**config.mk**
```make
export PLATFORM = sky130hd
export DESIGN_NAME = pcw_top
export DESIGN_NICKNAME = d
export VERILOG_FILES = /design/src/logic/pcw_pkg.sv /design/src/logic/pcw_channel.sv /design/src/logic/pcw_top.sv
export SDC_FILE = /design/constraint.sdc
export NUM_CORES = 1
export LEC_CHECK = 0
export ABC_CLOCK_PERIOD_IN_PS = 5600
export BUFFER_PORTS_ARGS = -buffer_cell sky130_fd_sc_hd__buf_2
export CAP_MARGIN = 20
export CORE_UTILIZATION = 55
export CTS_CLUSTER_SIZE = 20
export DETAILED_ROUTE_END_ITERATION = 12
export PLACE_DENSITY = 0.76
export SLEW_MARGIN = 10
export SYNTH_ARGS = -nofsm -noshare
export SYNTH_HDL_FRONTEND = slang
export SYNTH_SLANG_ARGS = --single-unit
```
**constraint.sdc**
```tcl
create_clock -name clk_sys -period 5.6 [get_ports clk_sys]
set_clock_uncertainty 0.15 [all_clocks]
set_input_delay 1.12 -clock clk_sys [delete_from_list [all_inputs] [get_ports clk_sys]]
set_output_delay 1.12 -clock clk_sys [all_outputs]
set_load 0.005 [all_outputs]
```
**src/logic/pcw_pkg.sv**
```systemverilog
// Package: addresses, field positions, reset values and state types of the PWM cycle block
package pcw_pkg;
    localparam int           NUM_CH          = 3;
    localparam logic [7:0]   ADDR_PWM_CFG    = 8'hf7;
    localparam logic [7:0]   ADDR_CLR_CTRL   = 8'hce;
    // Shared capture/compare addresses, low and high byte, channel 2..0
    localparam logic [2:0][7:0] ADDR_CMP_LOW  = {8'heb, 8'he9, 8'hfb};
    localparam logic [2:0][7:0] ADDR_CMP_HIGH = {8'hec, 8'hea, 8'hfc};
    localparam int           BIT_RELOAD_SEL  = 7;
    localparam int           BIT_OVF_IRQ_EN  = 6;
    localparam int           BIT_OVF_FLAG    = 5;
    localparam int           BIT_CLR_POL     = 7;
    localparam logic [1:0]   RST_CYC_LEN     = 2'h0;
    localparam logic [7:0]   RST_CLR_CTRL    = 8'h00;
    localparam logic [15:0]  RST_COMPARE     = 16'h0000;
    localparam logic [15:0]  RST_RELOAD      = 16'h0000;
    localparam logic [7:0]   RD_UNMAPPED     = 8'h00;
    localparam logic [15:0]  MASK_8          = 16'h00ff;
    localparam logic [15:0]  MASK_9          = 16'h01ff;
    localparam logic [15:0]  MASK_10         = 16'h03ff;
    localparam logic [15:0]  MASK_11         = 16'h07ff;
    localparam logic [15:0]  MASK_16         = 16'hffff;

    typedef struct packed {
        logic [7:0] addr;
        logic       wr;
        logic       rd;
        logic [7:0] wdata;
    } pcw_sfr_req_s;

    typedef struct packed {
        logic             reload_sel;
        logic             ovf_irq_en;
        logic             ovf_flag;
        logic [1:0]       cyc_len;
        logic [7:0]       clr_ctrl;
        logic [2:0][15:0] compare;
        logic [2:0][15:0] reload;
        logic             cmp_meta;
        logic             cmp_sync;
        logic             cmp_prev;
        logic [7:0]       rdata;
        logic             irq;
    } pcw_state_s;

    typedef struct packed {
        logic out;
        logic held;
    } pcw_ch_state_s;
endpackage : pcw_pkg

```
**src/logic/pcw_channel.sv**
```systemverilog
// One PWM channel output with comparator clear hold
`timescale 1ns/1ps
`default_nettype none
module pcw_channel (
    input  wire logic        clk_sys,
    input  wire logic        reset,
    input  wire logic        pwm_enable,
    input  wire logic [15:0] cycle_mask,
    input  wire logic [15:0] counter_value,
    input  wire logic [15:0] compare_value,
    input  wire logic        cycle_start,
    input  wire logic        clear_pulse,
    output var  logic        channel_output
);
    pcw_pkg::pcw_ch_state_s q;
    pcw_pkg::pcw_ch_state_s d;

    always_comb begin
        d = q;
        if (clear_pulse) begin
            d.held = 1'b1;
        end else if (cycle_start) begin
            d.held = 1'b0;
        end
        d.out = pwm_enable & ~d.held &
                ((counter_value & cycle_mask) < (compare_value & cycle_mask));
    end

    always_ff @(posedge clk_sys) begin
        if (reset) begin
            q <= '0;
        end else begin
            q <= d;
        end
    end

    assign channel_output = q.out;
endmodule // pcw_channel
`default_nettype wire

```
**src/logic/pcw_top.sv**
```systemverilog
// Counter-array PWM cycle configuration and comparator clear control
//
// Operation
// Reload-select 0 maps shared addresses to compare registers, 1 to auto-reload registers.
// Auto-reload values load only in 9, 10 and 11 bit modes.
// Interrupt raised while overflow flag set and its enable is set.
// Overflow flag sets when counter wraps at the selected 8 to 11 bit.
// Flag set by hardware or software write of 1; only software clears.
// Configuration bits 4 to 2 read zero, writes ignored.
// Cycle-length select 00..11 gives 8..11 bit cycles for narrow channels.
// A 16-bit channel ignores cycle-length select, runs full 16-bit cycle.
// Clear polarity 0 clears on falling comparator, 1 on rising.
// Clear-enable bits 0..2 each enable clear for channel 0..2.
// Wide select set gives 16-bit PWM, clear gives 8 to 11 bit.
// Clear forces output inactive until next PWM cycle starts.
// Comparator synchronised before edge detect; one clear per transition.
`timescale 1ns/1ps
`default_nettype none
module pcw_top #(
    parameter int NUM_CH = pcw_pkg::NUM_CH
) (
    input  wire logic                 clk_sys,
    input  wire logic                 reset,
    input  wire pcw_pkg::pcw_sfr_req_s sfr_req,
    output var  logic [7:0]           sfr_rdata,
    input  wire logic [15:0]          counter_value,
    input  wire logic                 counter_tick,
    input  wire logic [2:0]           channel_pwm_enable,
    input  wire logic [2:0]           wide_pwm_select,
    input  wire logic                 comparator_in,
    output var  logic                 cycle_overflow_irq,
    output var  logic [2:0]           channel_output
);
    pcw_pkg::pcw_state_s q;
    pcw_pkg::pcw_state_s d;
    logic [15:0]       narrow_mask;
    logic [2:0][15:0]  ch_mask;
    logic [2:0]        ch_wrap;
    logic [2:0]        ch_clear;
    logic              narrow_wrap;
    logic              clr_event;
    logic              cfg_hit;
    logic              clr_hit;
    logic [2:0]        low_hit;
    logic [2:0]        high_hit;
    logic [7:0]        cfg_word;

    // Cycle length of narrow channels
    always_comb begin
        case (q.cyc_len)
            2'h0:    narrow_mask = pcw_pkg::MASK_8;
            2'h1:    narrow_mask = pcw_pkg::MASK_9;
            2'h2:    narrow_mask = pcw_pkg::MASK_10;
            2'h3:    narrow_mask = pcw_pkg::MASK_11;
            default: narrow_mask = pcw_pkg::MASK_8;
        endcase
    end

    // Cycle overflow at the selected narrow length
    always_comb begin
        narrow_wrap = 1'b0;
        if (counter_tick && ((counter_value & narrow_mask) == narrow_mask)) begin
            narrow_wrap = 1'b1;
        end
    end

    // Comparator edge of the selected polarity
    always_comb begin
        if (q.clr_ctrl[pcw_pkg::BIT_CLR_POL]) begin
            clr_event = q.cmp_sync & ~q.cmp_prev;
        end else begin
            clr_event = ~q.cmp_sync & q.cmp_prev;
        end
    end

    // Address decode
    always_comb begin
        cfg_hit  = (sfr_req.addr == pcw_pkg::ADDR_PWM_CFG);
        clr_hit  = (sfr_req.addr == pcw_pkg::ADDR_CLR_CTRL);
        low_hit  = '0;
        high_hit = '0;
        for (int i = 0; i < NUM_CH; i++) begin
            low_hit[i]  = (sfr_req.addr == pcw_pkg::ADDR_CMP_LOW[i]);
            high_hit[i] = (sfr_req.addr == pcw_pkg::ADDR_CMP_HIGH[i]);
        end
    end

    // Configuration readback, unused bits forced to zero
    always_comb begin
        cfg_word                          = 8'h00;
        cfg_word[pcw_pkg::BIT_RELOAD_SEL] = q.reload_sel;
        cfg_word[pcw_pkg::BIT_OVF_IRQ_EN] = q.ovf_irq_en;
        cfg_word[pcw_pkg::BIT_OVF_FLAG]   = q.ovf_flag;
        cfg_word[1:0]                     = q.cyc_len;
    end

    always_comb begin
        d = q;
        ch_mask  = '0;
        ch_wrap  = '0;
        ch_clear = '0;
        // Comparator synchroniser and edge history
        d.cmp_meta = comparator_in;
        d.cmp_sync = q.cmp_meta;
        d.cmp_prev = q.cmp_sync;
        // Per-channel mask, wrap and clear
        for (int i = 0; i < NUM_CH; i++) begin
            ch_mask[i]  = wide_pwm_select[i] ? pcw_pkg::MASK_16 : narrow_mask;
            ch_wrap[i]  = counter_tick && ((counter_value & ch_mask[i]) == ch_mask[i]);
            ch_clear[i] = clr_event & q.clr_ctrl[i];
            // Reload of narrow channels at their cycle wrap
            if (ch_wrap[i] && !wide_pwm_select[i]) begin
                if (q.cyc_len != 2'h0) begin
                    d.compare[i][10:0] = q.reload[i][10:0];
                end else begin
                    d.compare[i][7:0] = q.compare[i][15:8];
                end
            end
        end
        // Register writes
        if (sfr_req.wr) begin
            // Unused bits 4 to 2 are not stored
            if (cfg_hit) begin
                d.reload_sel = sfr_req.wdata[pcw_pkg::BIT_RELOAD_SEL];
                d.ovf_irq_en = sfr_req.wdata[pcw_pkg::BIT_OVF_IRQ_EN];
                d.ovf_flag   = sfr_req.wdata[pcw_pkg::BIT_OVF_FLAG];
                d.cyc_len    = sfr_req.wdata[1:0];
            end
            if (clr_hit) begin
                d.clr_ctrl = sfr_req.wdata;
            end
            for (int i = 0; i < NUM_CH; i++) begin
                if (low_hit[i]) begin
                    if (q.reload_sel) begin
                        d.reload[i][7:0] = sfr_req.wdata;
                    end else begin
                        d.compare[i][7:0] = sfr_req.wdata;
                    end
                end
                if (high_hit[i]) begin
                    if (q.reload_sel) begin
                        d.reload[i][15:8] = sfr_req.wdata;
                    end else begin
                        d.compare[i][15:8] = sfr_req.wdata;
                    end
                end
            end
        end
        // Hardware set wins over a software clear
        if (narrow_wrap) begin
            d.ovf_flag = 1'b1;
        end
        // Register reads
        if (sfr_req.rd) begin
            d.rdata = pcw_pkg::RD_UNMAPPED;
            if (cfg_hit) begin
                d.rdata = cfg_word;
            end
            if (clr_hit) begin
                d.rdata = q.clr_ctrl;
            end
            for (int i = 0; i < NUM_CH; i++) begin
                if (low_hit[i]) begin
                    if (q.reload_sel) begin
                        d.rdata = q.reload[i][7:0];
                    end else begin
                        d.rdata = q.compare[i][7:0];
                    end
                end
                if (high_hit[i]) begin
                    if (q.reload_sel) begin
                        d.rdata = q.reload[i][15:8];
                    end else begin
                        d.rdata = q.compare[i][15:8];
                    end
                end
            end
        end
        d.irq = q.ovf_irq_en & q.ovf_flag;
    end

    always_ff @(posedge clk_sys) begin
        if (reset) begin
            q.reload_sel <= 1'b0;
            q.ovf_irq_en <= 1'b0;
            q.ovf_flag   <= 1'b0;
            q.cmp_meta   <= 1'b0;
            q.cmp_sync   <= 1'b0;
            q.cmp_prev   <= 1'b0;
            q.irq        <= 1'b0;
            q.cyc_len  <= pcw_pkg::RST_CYC_LEN;
            q.clr_ctrl <= pcw_pkg::RST_CLR_CTRL;
            q.compare  <= {3{pcw_pkg::RST_COMPARE}};
            q.reload   <= {3{pcw_pkg::RST_RELOAD}};
            q.rdata    <= pcw_pkg::RD_UNMAPPED;
        end else begin
            q <= d;
        end
    end

    genvar g;
    generate
        for (g = 0; g < NUM_CH; g++) begin : g_ch
            pcw_channel u_ch (
                .clk_sys        (clk_sys),
                .reset          (reset),
                .pwm_enable     (channel_pwm_enable[g]),
                .cycle_mask     (ch_mask[g]),
                .counter_value  (counter_value),
                .compare_value  (q.compare[g]),
                .cycle_start    (ch_wrap[g]),
                .clear_pulse    (ch_clear[g]),
                .channel_output (channel_output[g])
            );
        end
    endgenerate

    assign sfr_rdata          = q.rdata;
    assign cycle_overflow_irq = q.irq;
endmodule // pcw_top
`default_nettype wire

```
Word-level counts from Yosys, hierarchy flattened
Index checks and enable logic that the tools add are counted.
Word-level totals
  bits in registers: 127
  logic and storage cells: 160
Operators by class
  muxes and demuxes: 63
  bitwise logic cells: 25
  $lt $le $gt $ge: 3
  reductions and logical operators: 26
  equality and inequality tests: 15
Operators by type and width (number)
  $mux W8: 42
  $and A16 B16 Y16: 7
  $mux W107: 1
  $eq A16 B16 Y1: 4
  $eq A8 B8 Y1 const B: 8
  $pmux W16 S4: 1
  $lt A16 B16 Y1: 3
  $mux W16: 3
  $mux W11: 3
  $reduce_and A3 Y1: 9
  $and A1 B1 Y1: 12
  $mux W3: 4
  $mux W1: 9
  $logic_and A1 B1 Y1: 7
  $not A1 Y1: 6
  $reduce_and A2 Y1: 3
  $reduce_bool A2 Y1: 3
  $eq A2 B2 Y1 const B: 2
  $logic_not A1 Y1: 3
  $eq A2 B1 Y1 const B: 1
  $logic_not A2 Y1: 1

Depth between registers and ports, before layout
Gate-level depths: netlist of the first run.
  depth after elaboration: 12
  depth in mapped cells: 10
  mapped depth without buffers: 8

Cells and area by module
Synthesis of the first run repeated with hierarchy kept, for this count alone.
Unflattened totals
  cell total of the unflattened synthesis: 1030
  area, all modules: 8440.6 um^2
By module, submodules not included
  pcw_top: sequential area each 2422.3 um^2, times used 1, cells each 814, area each 6767.7 um^2
  pcw_channel at g_ch[1].u_ch ...: sequential area each 40.0 um^2, times used 2, cells each 72, area each 565.5 um^2
  pcw_channel at g_ch[0].u_ch: sequential area each 40.0 um^2, times used 1, cells each 72, area each 541.8 um^2

Worst setup path after synthesis of the first run
Ideal clock, no wire load.
  kind: in2reg
  start: in wide_pwm_select[0]
  end: reg g_ch[0].u_ch.q (netlist bit g_ch[0].u_ch.channel_output)
  stages on the path: 9
  setup time: 0.086 ns
  arrival time: 2.805 ns
  path slack: 2.560 ns
  path buffers: 2
  path through: clkbuf_1 -> clkbuf_1 -> nand2_1 -> ha_1 -> a211oi_1 -> o21ai_0 -> a211oi_1 -> o21ai_0 -> a211oi_1
On the way
  longest elaborated chain between the ends: 9
  elaborated cells on any way between the ends: 11
RTL lines
  start: declaration: RTL line pcw_top.sv:29  | input wire logic [2:0] wide_pwm_select,
  $mux W16 *: RTL line pcw_top.sv:108  | ch_mask[i] = wide_pwm_select[i] ? pcw_pkg::MASK_16 : narrow_mask;
  $and A16 B16 Y16: RTL line pcw_channel.sv:26, pcw_top.sv:109
  $eq A16 B16 Y1: RTL line pcw_top.sv:109  | ch_wrap[i] = counter_tick && ((counter_value & ch_mask[i]) == ch_mask[i]);
  $logic_and A1 B1 Y1: RTL line pcw_top.sv:109
  $mux W1: RTL line pcw_channel.sv:22  | end else if (cycle_start) begin
  $mux W1: RTL line pcw_channel.sv:20  | if (clear_pulse) begin
  $not A1 Y1: RTL line pcw_channel.sv:25  | d.out = pwm_enable & ~d.held &
  $and A1 B1 Y1: RTL line pcw_channel.sv:25
  $and A1 B1 Y1 *: RTL line pcw_channel.sv:25
  end signal: assignment: RTL line pcw_channel.sv:31  | q <= '0;
  end signal: assignment: RTL line pcw_channel.sv:33  | q <= d;
  end: declaration: RTL line pcw_channel.sv:15  | pcw_pkg::pcw_ch_state_s q;
Mark *: on every way between the ends. The rest lies on a longest branch, timed or not.
A chain may end at the register's enable or synchronous reset.

Worst setup path after layout of the first run
  start: in sfr_req[11] (netlist name)
  end: reg q[98] (netlist name)
On the way
  longest elaborated chain between the ends: 3
RTL lines
  start: declaration: RTL line pcw_top.sv:24  | input wire pcw_pkg::pcw_sfr_req_s sfr_req,
  $eq A8 B8 Y1: RTL line pcw_top.sv:83  | low_hit[i] = (sfr_req.addr == pcw_pkg::ADDR_CMP_LOW[i]);
  $mux W8: RTL line pcw_top.sv:133  | if (low_hit[i]) begin
  $mux W107: RTL line pcw_top.sv:121  | if (sfr_req.wr) begin
  end: declaration: RTL line pcw_top.sv:34  | pcw_pkg::pcw_state_s q;
No other way between the ends. The select of a mux whose other input is x is not followed.

==> results.sh, run 1 <==
export IMPL_grt_met3_usage=0.07921
export IMPL_fin_cells=1170
export IMPL_final_net_count=1062
export IMPL_yosysSeqAreaShare=0.3113
export IMPL_antenna_left=0
export IMPL_drc=0
export IMPL_antenna_found_initial=0
export IMPL_cts_setup_buffers=0
export IMPL_chipHeight_um=123.9
export IMPL_multi_input_area_um2=5074
export IMPL_synth_area_um2=8168
export IMPL_dieArea_um2=15340
export IMPL_io_buffer_count=55
export IMPL_netlist_instances=982
export IMPL_grt_use_met1=0.4810
export IMPL_cts_resized=0
export IMPL_post_route_period_util=0.6073
export IMPL_drt_total_wl_um=25510
export IMPL_max_freq_ghz=0.2940
export IMPL_numCtsBuffers=17
export IMPL_ys_seq_elements=127
export IMPL_final_max_slew_viol_count=0
export IMPL_hold_class="reg -> reg"
export IMPL_powerDensity_nw_per_um2=262.7
export IMPL_core_area_um2=14530
export IMPL_place_hpwl_um=17660
export IMPL_syn_to_final_growth_pct=9.559
export IMPL_grt_pass1_vias=6752
export IMPL_synthArstFlopShare=0
export IMPL_final_common_cell="dfxtp_1"
export IMPL_drt_iter0_markers=981
export IMPL_arrival_ns=3.56
export IMPL_clkSlewWorstSetupHoldPaths_ns=0.05
export IMPL_die_w_um=123.9
export IMPL_crit_fanout=24
export IMPL_fin_area_um2=8949
export IMPL_tns_ns=0
export IMPL_grtUsageTotal=0.3416
export IMPL_via_per_inst=6.592
export IMPL_top_usage_layer="met2"
export IMPL_synth_ff_type="dfxtp_1"
export IMPL_ys_types=66
export IMPL_insertion_delay_ns=0.43
export IMPL_start_util=0.5620
export IMPL_ctsHoldBuffers=0
export IMPL_rsz0062_at_grt="no"
export IMPL_grt_max_degree=83
export IMPL_dp_cells=1138
export IMPL_clockBufferDepth=2
export IMPL_use_met2=0.4955
export IMPL_first_pass_iters=8
export IMPL_synth_edf_count=0
export IMPL_worst_setup_path_end_kind="flip-flop"
export IMPL_worstMarginPinSlew_ns=1.010
export IMPL_seqCellArea_um2=2544
export IMPL_clock_tree_htree_level_count=4
export IMPL_place_area_um2=8279
export IMPL_gp_congestion=0.9089
export IMPL_grt_first_pass_wirelength_um=38580
export IMPL_status="completed"
export IMPL_std_cell_rows=44
export IMPL_peakVddDrop_mv=0.1987
export IMPL_grt_ovfl_total=0
export IMPL_start_kind="input pin"
export IMPL_wl_per_cell_um=21.80
export IMPL_syn_area_per_cell_um2=8.318
export IMPL_cap_violations=0
export IMPL_layout_common_cells="dfxtp_1, mux2i_1, nand2_1, a21oi_1, o21ai_0"
export IMPL_vias=7713
export IMPL_drive_gt1_frac=0.1258
export IMPL_worstSetupPathType="in -> reg"
export IMPL_ys_warn_count=0
export IMPL_hold_viol_final=0
export IMPL_worstPathRequired_ns=5.76
export IMPL_period_needed_ns=3.401
export IMPL_p_leak_nw=3.394
export IMPL_tritoncts="done"
export IMPL_diodes=0
export IMPL_setup_violations=0
export IMPL_utilization=0.6157
export IMPL_syn_nets=1071
export IMPL_cts_num_sinks=127
export IMPL_clock_root_buffer="clkbuf_16"
export IMPL_ioPinCount=56
export IMPL_fillers=1274
export IMPL_slew_headroom=0.3252
-- area by class of cell --
cell class	instances	share of cell area
clock inverters	12	0.02377
multi-input cells	737	0.5670
clock buffers	20	0.05103
inverters	29	0.01216
well taps	184	0.02573
repair buffers	61	0.03607
flip-flops and latches	127	0.2843
-- synth_stat cells (all sizes together) (23+ instances only) --
master	n	area share
nand2	92	0.043
clkbuf	47	0.022
o21ai	73	0.045
a211oi	24	0.022
mux2i	92	0.11
inv	29	0.013
nor2	76	0.037
dfxtp	127	0.31
nand3	23	0.016
ha	45	0.069
buf	42	0.032
a21oi	77	0.047
-- metal layers --
layer | vias up | part of all wire
met4 | 0 | 0.031
met2 | 448 | 0.43
li1 | 3588 | -
met5 | - | 0
met3 | 60 | 0.11
met1 | 3617 | 0.43
-- final timing paths --
| kind | from | end | slack, ns | depth (start not counted) |
|---|---|---|---|---|
| setup / recovery | sfr_req[11] | q[98] | 2.20 | 6 |
| hold / removal | d[10] | d[9] | 0.29 | 1 |
| setup reg to reg | cfg_word[0] | g_ch[0].u_ch.channel_output | 2.65 | 8 |
| hold reg to reg | d[10] | d[9] | 0.29 | 1 |
-- registers in the layout (all words and copies together), names as in the netlist --
register	flops
q	105
sfr_rdata	8
cfg_word	5
g_ch.u_ch.channel_output	3
g_ch.u_ch.q	3
d	2
cycle_overflow_irq	1
-- power by group --
part | internal, mW | switching (mW)
logic | 0.0561 | 0.117
registers | 0.908 | 0.00233
clock network | 0.854 | 0.415
-- critical path, cell delays in order --
cell and delay, ns:
buf_2 0.23, and4b_1 0.51, nand2_1 0.38, nor2_2 0.80, nor4b_1 0.14, a311o_1 0.36
-- stage by stage --
step	hold WS, ns	power, mW	setup WS [ns]
CTS	0.2922	2.354	2.304
detailed placement	0.2797	1.098	1.859
finish	0.2883	2.351	2.199
floorplan	0.2638	1.037	2.560
global route	0.3143	2.412	2.028
global placement	0.2683	1.096	1.946
-- cells by family (layout without fill, tap and decap cells) --
group,count (synthesis),after routing,share of synthesized area
multiplexers,106,106,0.1320
buffers and inverters,118,122,0.06755
adder cells (fa/ha/maj),45,45,0.06893
AND/OR/NAND/NOR,320,320,0.2089
flip-flops,127,127,0.3113
AO/OA/AOI/OAI,266,266,0.2112
Note: power is estimated with default switching activity, not from simulation.
==> inputs of run 2 (changes only) <==
--- a/config.mk
+++ b/config.mk
@@ -5,13 +5,13 @@
 export SDC_FILE = /design/constraint.sdc
 export NUM_CORES = 1
 export LEC_CHECK = 0
-export ABC_CLOCK_PERIOD_IN_PS = 5600
+export ABC_CLOCK_PERIOD_IN_PS = 3100
 export BUFFER_PORTS_ARGS = -buffer_cell sky130_fd_sc_hd__buf_2
 export CAP_MARGIN = 20
 export CORE_UTILIZATION = 55
 export CTS_CLUSTER_SIZE = 20
 export DETAILED_ROUTE_END_ITERATION = 12
-export PLACE_DENSITY = 0.76
+export PLACE_DENSITY = 0.78
 export SLEW_MARGIN = 10
 export SYNTH_ARGS = -nofsm -noshare
 export SYNTH_HDL_FRONTEND = slang
==> constraint.sdc (replaced) <==
create_clock -name clk_sys -period 3.1 [get_ports clk_sys]
set_clock_uncertainty 0.15 [all_clocks]
set_input_delay 0.62 -clock clk_sys [delete_from_list [all_inputs] [get_ports clk_sys]]
set_output_delay 0.62 -clock clk_sys [all_outputs]
set_load 0.005 [all_outputs]
==> results.sh, run 2 (synthesis gave the netlist of run 1 again) <==
export IMPL_slew_headroom=0.4255
export IMPL_cts_setup_buffers=0
export IMPL_antenna_found_initial=0
export IMPL_status="completed"
export IMPL_powerDensity_nw_per_um2=455.5
export IMPL_gp_congestion=1.030
export IMPL_r2r_start="cfg_word[1]"
export IMPL_cap_violations=0
export IMPL_clock_root_buffer="clkbuf_16"
export IMPL_r2r_cells=8
export IMPL_hold_viol_final=0
export IMPL_peakVddDrop_mv=0.3935
export IMPL_drc=0
export IMPL_crit_path_max_incr_delay_ns=0.77
export IMPL_io_buffer_count=55
export IMPL_rsz0062_at_grt="no"
export IMPL_grt_max_degree=138
export IMPL_dieArea_um2=15340
export IMPL_crit_chain="and2_0 > o21ai_0 > ha_1 > a211oi_1 > o21ai_0 > a211oi_1 > o21ai_0 > a211oi_1"
export IMPL_worstPathRequired_ns=3.29
export IMPL_clkSlewWorstSetupHoldPaths_ns=0.06
export IMPL_worst_setup_path_end_kind="flip-flop"
export IMPL_cts_num_sinks=127
export IMPL_drive_gt1_frac=0.1406
export IMPL_worstMarginPinSlew_ns=0.8528
export IMPL_r2r_end="g_ch[0].u_ch.channel_output"
export IMPL_first_pass_iters=6
export IMPL_worstSetupPathType="reg -> reg"
export IMPL_clock_tree_htree_level_count=4
export IMPL_tritoncts="done"
export IMPL_wl_per_cell_um=21.81
export IMPL_die_w_um=123.9
export IMPL_numCtsBuffers=17
export IMPL_arrival_ns=2.90
export IMPL_ioPinCount=56
export IMPL_cp_depth=8
export IMPL_grtUsageTotal=0.3472
export IMPL_largest_reg_flops=105
export IMPL_critPathBufInv=0
export IMPL_start_kind="flip-flop"
export IMPL_final_max_slew_viol_count=0
export IMPL_start_util=0.5620
export IMPL_total_power_mw=4.128
export IMPL_vias=7838
export IMPL_ctsHoldBuffers=0
export IMPL_critPathTopFamily="compound AO/OA/AOI/OAI gates"
export IMPL_std_cell_rows=44
export IMPL_chipHeight_um=123.9
export IMPL_clockBufferDepth=2
export IMPL_r2r_setup_slack_ns=0.39
export IMPL_cpMaxStageDelayCell="dfxtp_1"
export IMPL_insertion_delay_ns=0.43
export IMPL_syn_to_final_growth_pct=10.95
export IMPL_grt_pass1_vias=7121
export IMPL_layout_common_cells="dfxtp_1, mux2i_1, nand2_1, a21oi_1, o21ai_0"
export IMPL_drt_total_wl_um=25910
export IMPL_setup_violations=0
export IMPL_final_net_count=1079
export IMPL_grt_first_pass_wirelength_um=39610
export IMPL_fin_area_um2=9062
export IMPL_via_per_inst=6.598
export IMPL_post_route_period_util=0.8745
export IMPL_endpoint="g_ch[0].u_ch.channel_output"
export IMPL_crit_fanout=17
export IMPL_setup_worst_path_start="cfg_word[1]"
export IMPL_max_freq_ghz=0.3689
export IMPL_tns_ns=0
export IMPL_drt_iter0_markers=1060
export IMPL_cts_resized=0
export IMPL_antenna_left=0
export IMPL_grt_ovfl_total=0
export IMPL_final_common_cell="dfxtp_1"
export IMPL_hold_class="in -> reg"
export IMPL_place_area_um2=8432
export IMPL_fillers=1233
export IMPL_top_register="q"
export IMPL_period_needed_ns=2.711
export IMPL_place_hpwl_um=17870
export IMPL_p_leak_nw=3.462
export IMPL_core_area_um2=14530
run 2: worst min-delay path by stage:
stage	slack, ns	depth (start not counted)	end	start
3_3_place_gp	0.27	1	d[9]	d[10]
5_1_grt	0.25	2	d[10]	comparator_in
4_1_cts	0.24	2	d[10]	comparator_in
6_report	0.25	2	d[10]	comparator_in
2_1_floorplan	0.26	1	d[9]	d[10]
3_5_place_dp	0.28	1	d[9]	d[10]
run 2: metal layers:
layer | track usage | vias up | share of wire
li1 | - | 3629 | -
met1 | 0.4750 | 3658 | 0.42
met4 | 0.1514 | 0 | 0.029
met3 | 0.09799 | 64 | 0.12
met2 | 0.5052 | 487 | 0.43
met5 | 0 | - | 0
run 2: power by group:
| group | internal [mW] | switching [mW] |
|---|---|---|
| Sequential | 1.64 | 0.00424 |
| Combinational | 0.107 | 0.215 |
| Clock | 1.37 | 0.794 |
run 2: final cells by class:
cell class	count	area, um2	area share
clock inverters	13	185.2	0.02043
clock buffers	19	442.9	0.04887
repair buffers	78	475.5	0.05246
diodes	1	2.502	0.0002761
multi-input cells	737	5074	0.5599
flip-flops and latches	127	2544	0.2807
inverters	29	108.9	0.01201
well taps	184	230.2	0.02540
run 2: per-stage QoR:
stage | hold slack [ns] | utilization | std cells | worst slack, ns
floorplan | 0.2638 | - | 982 | 0.5595
global placement | 0.2667 | 0.5801 | 1155 | 0.5136
detailed placement | 0.2774 | 0.5801 | 1155 | 0.4696
CTS | 0.2392 | 0.6234 | 1187 | 0.4372
global route | 0.2524 | 0.6234 | 1187 | 0.1676
finish | 0.2491 | 0.6235 | 1188 | 0.3890
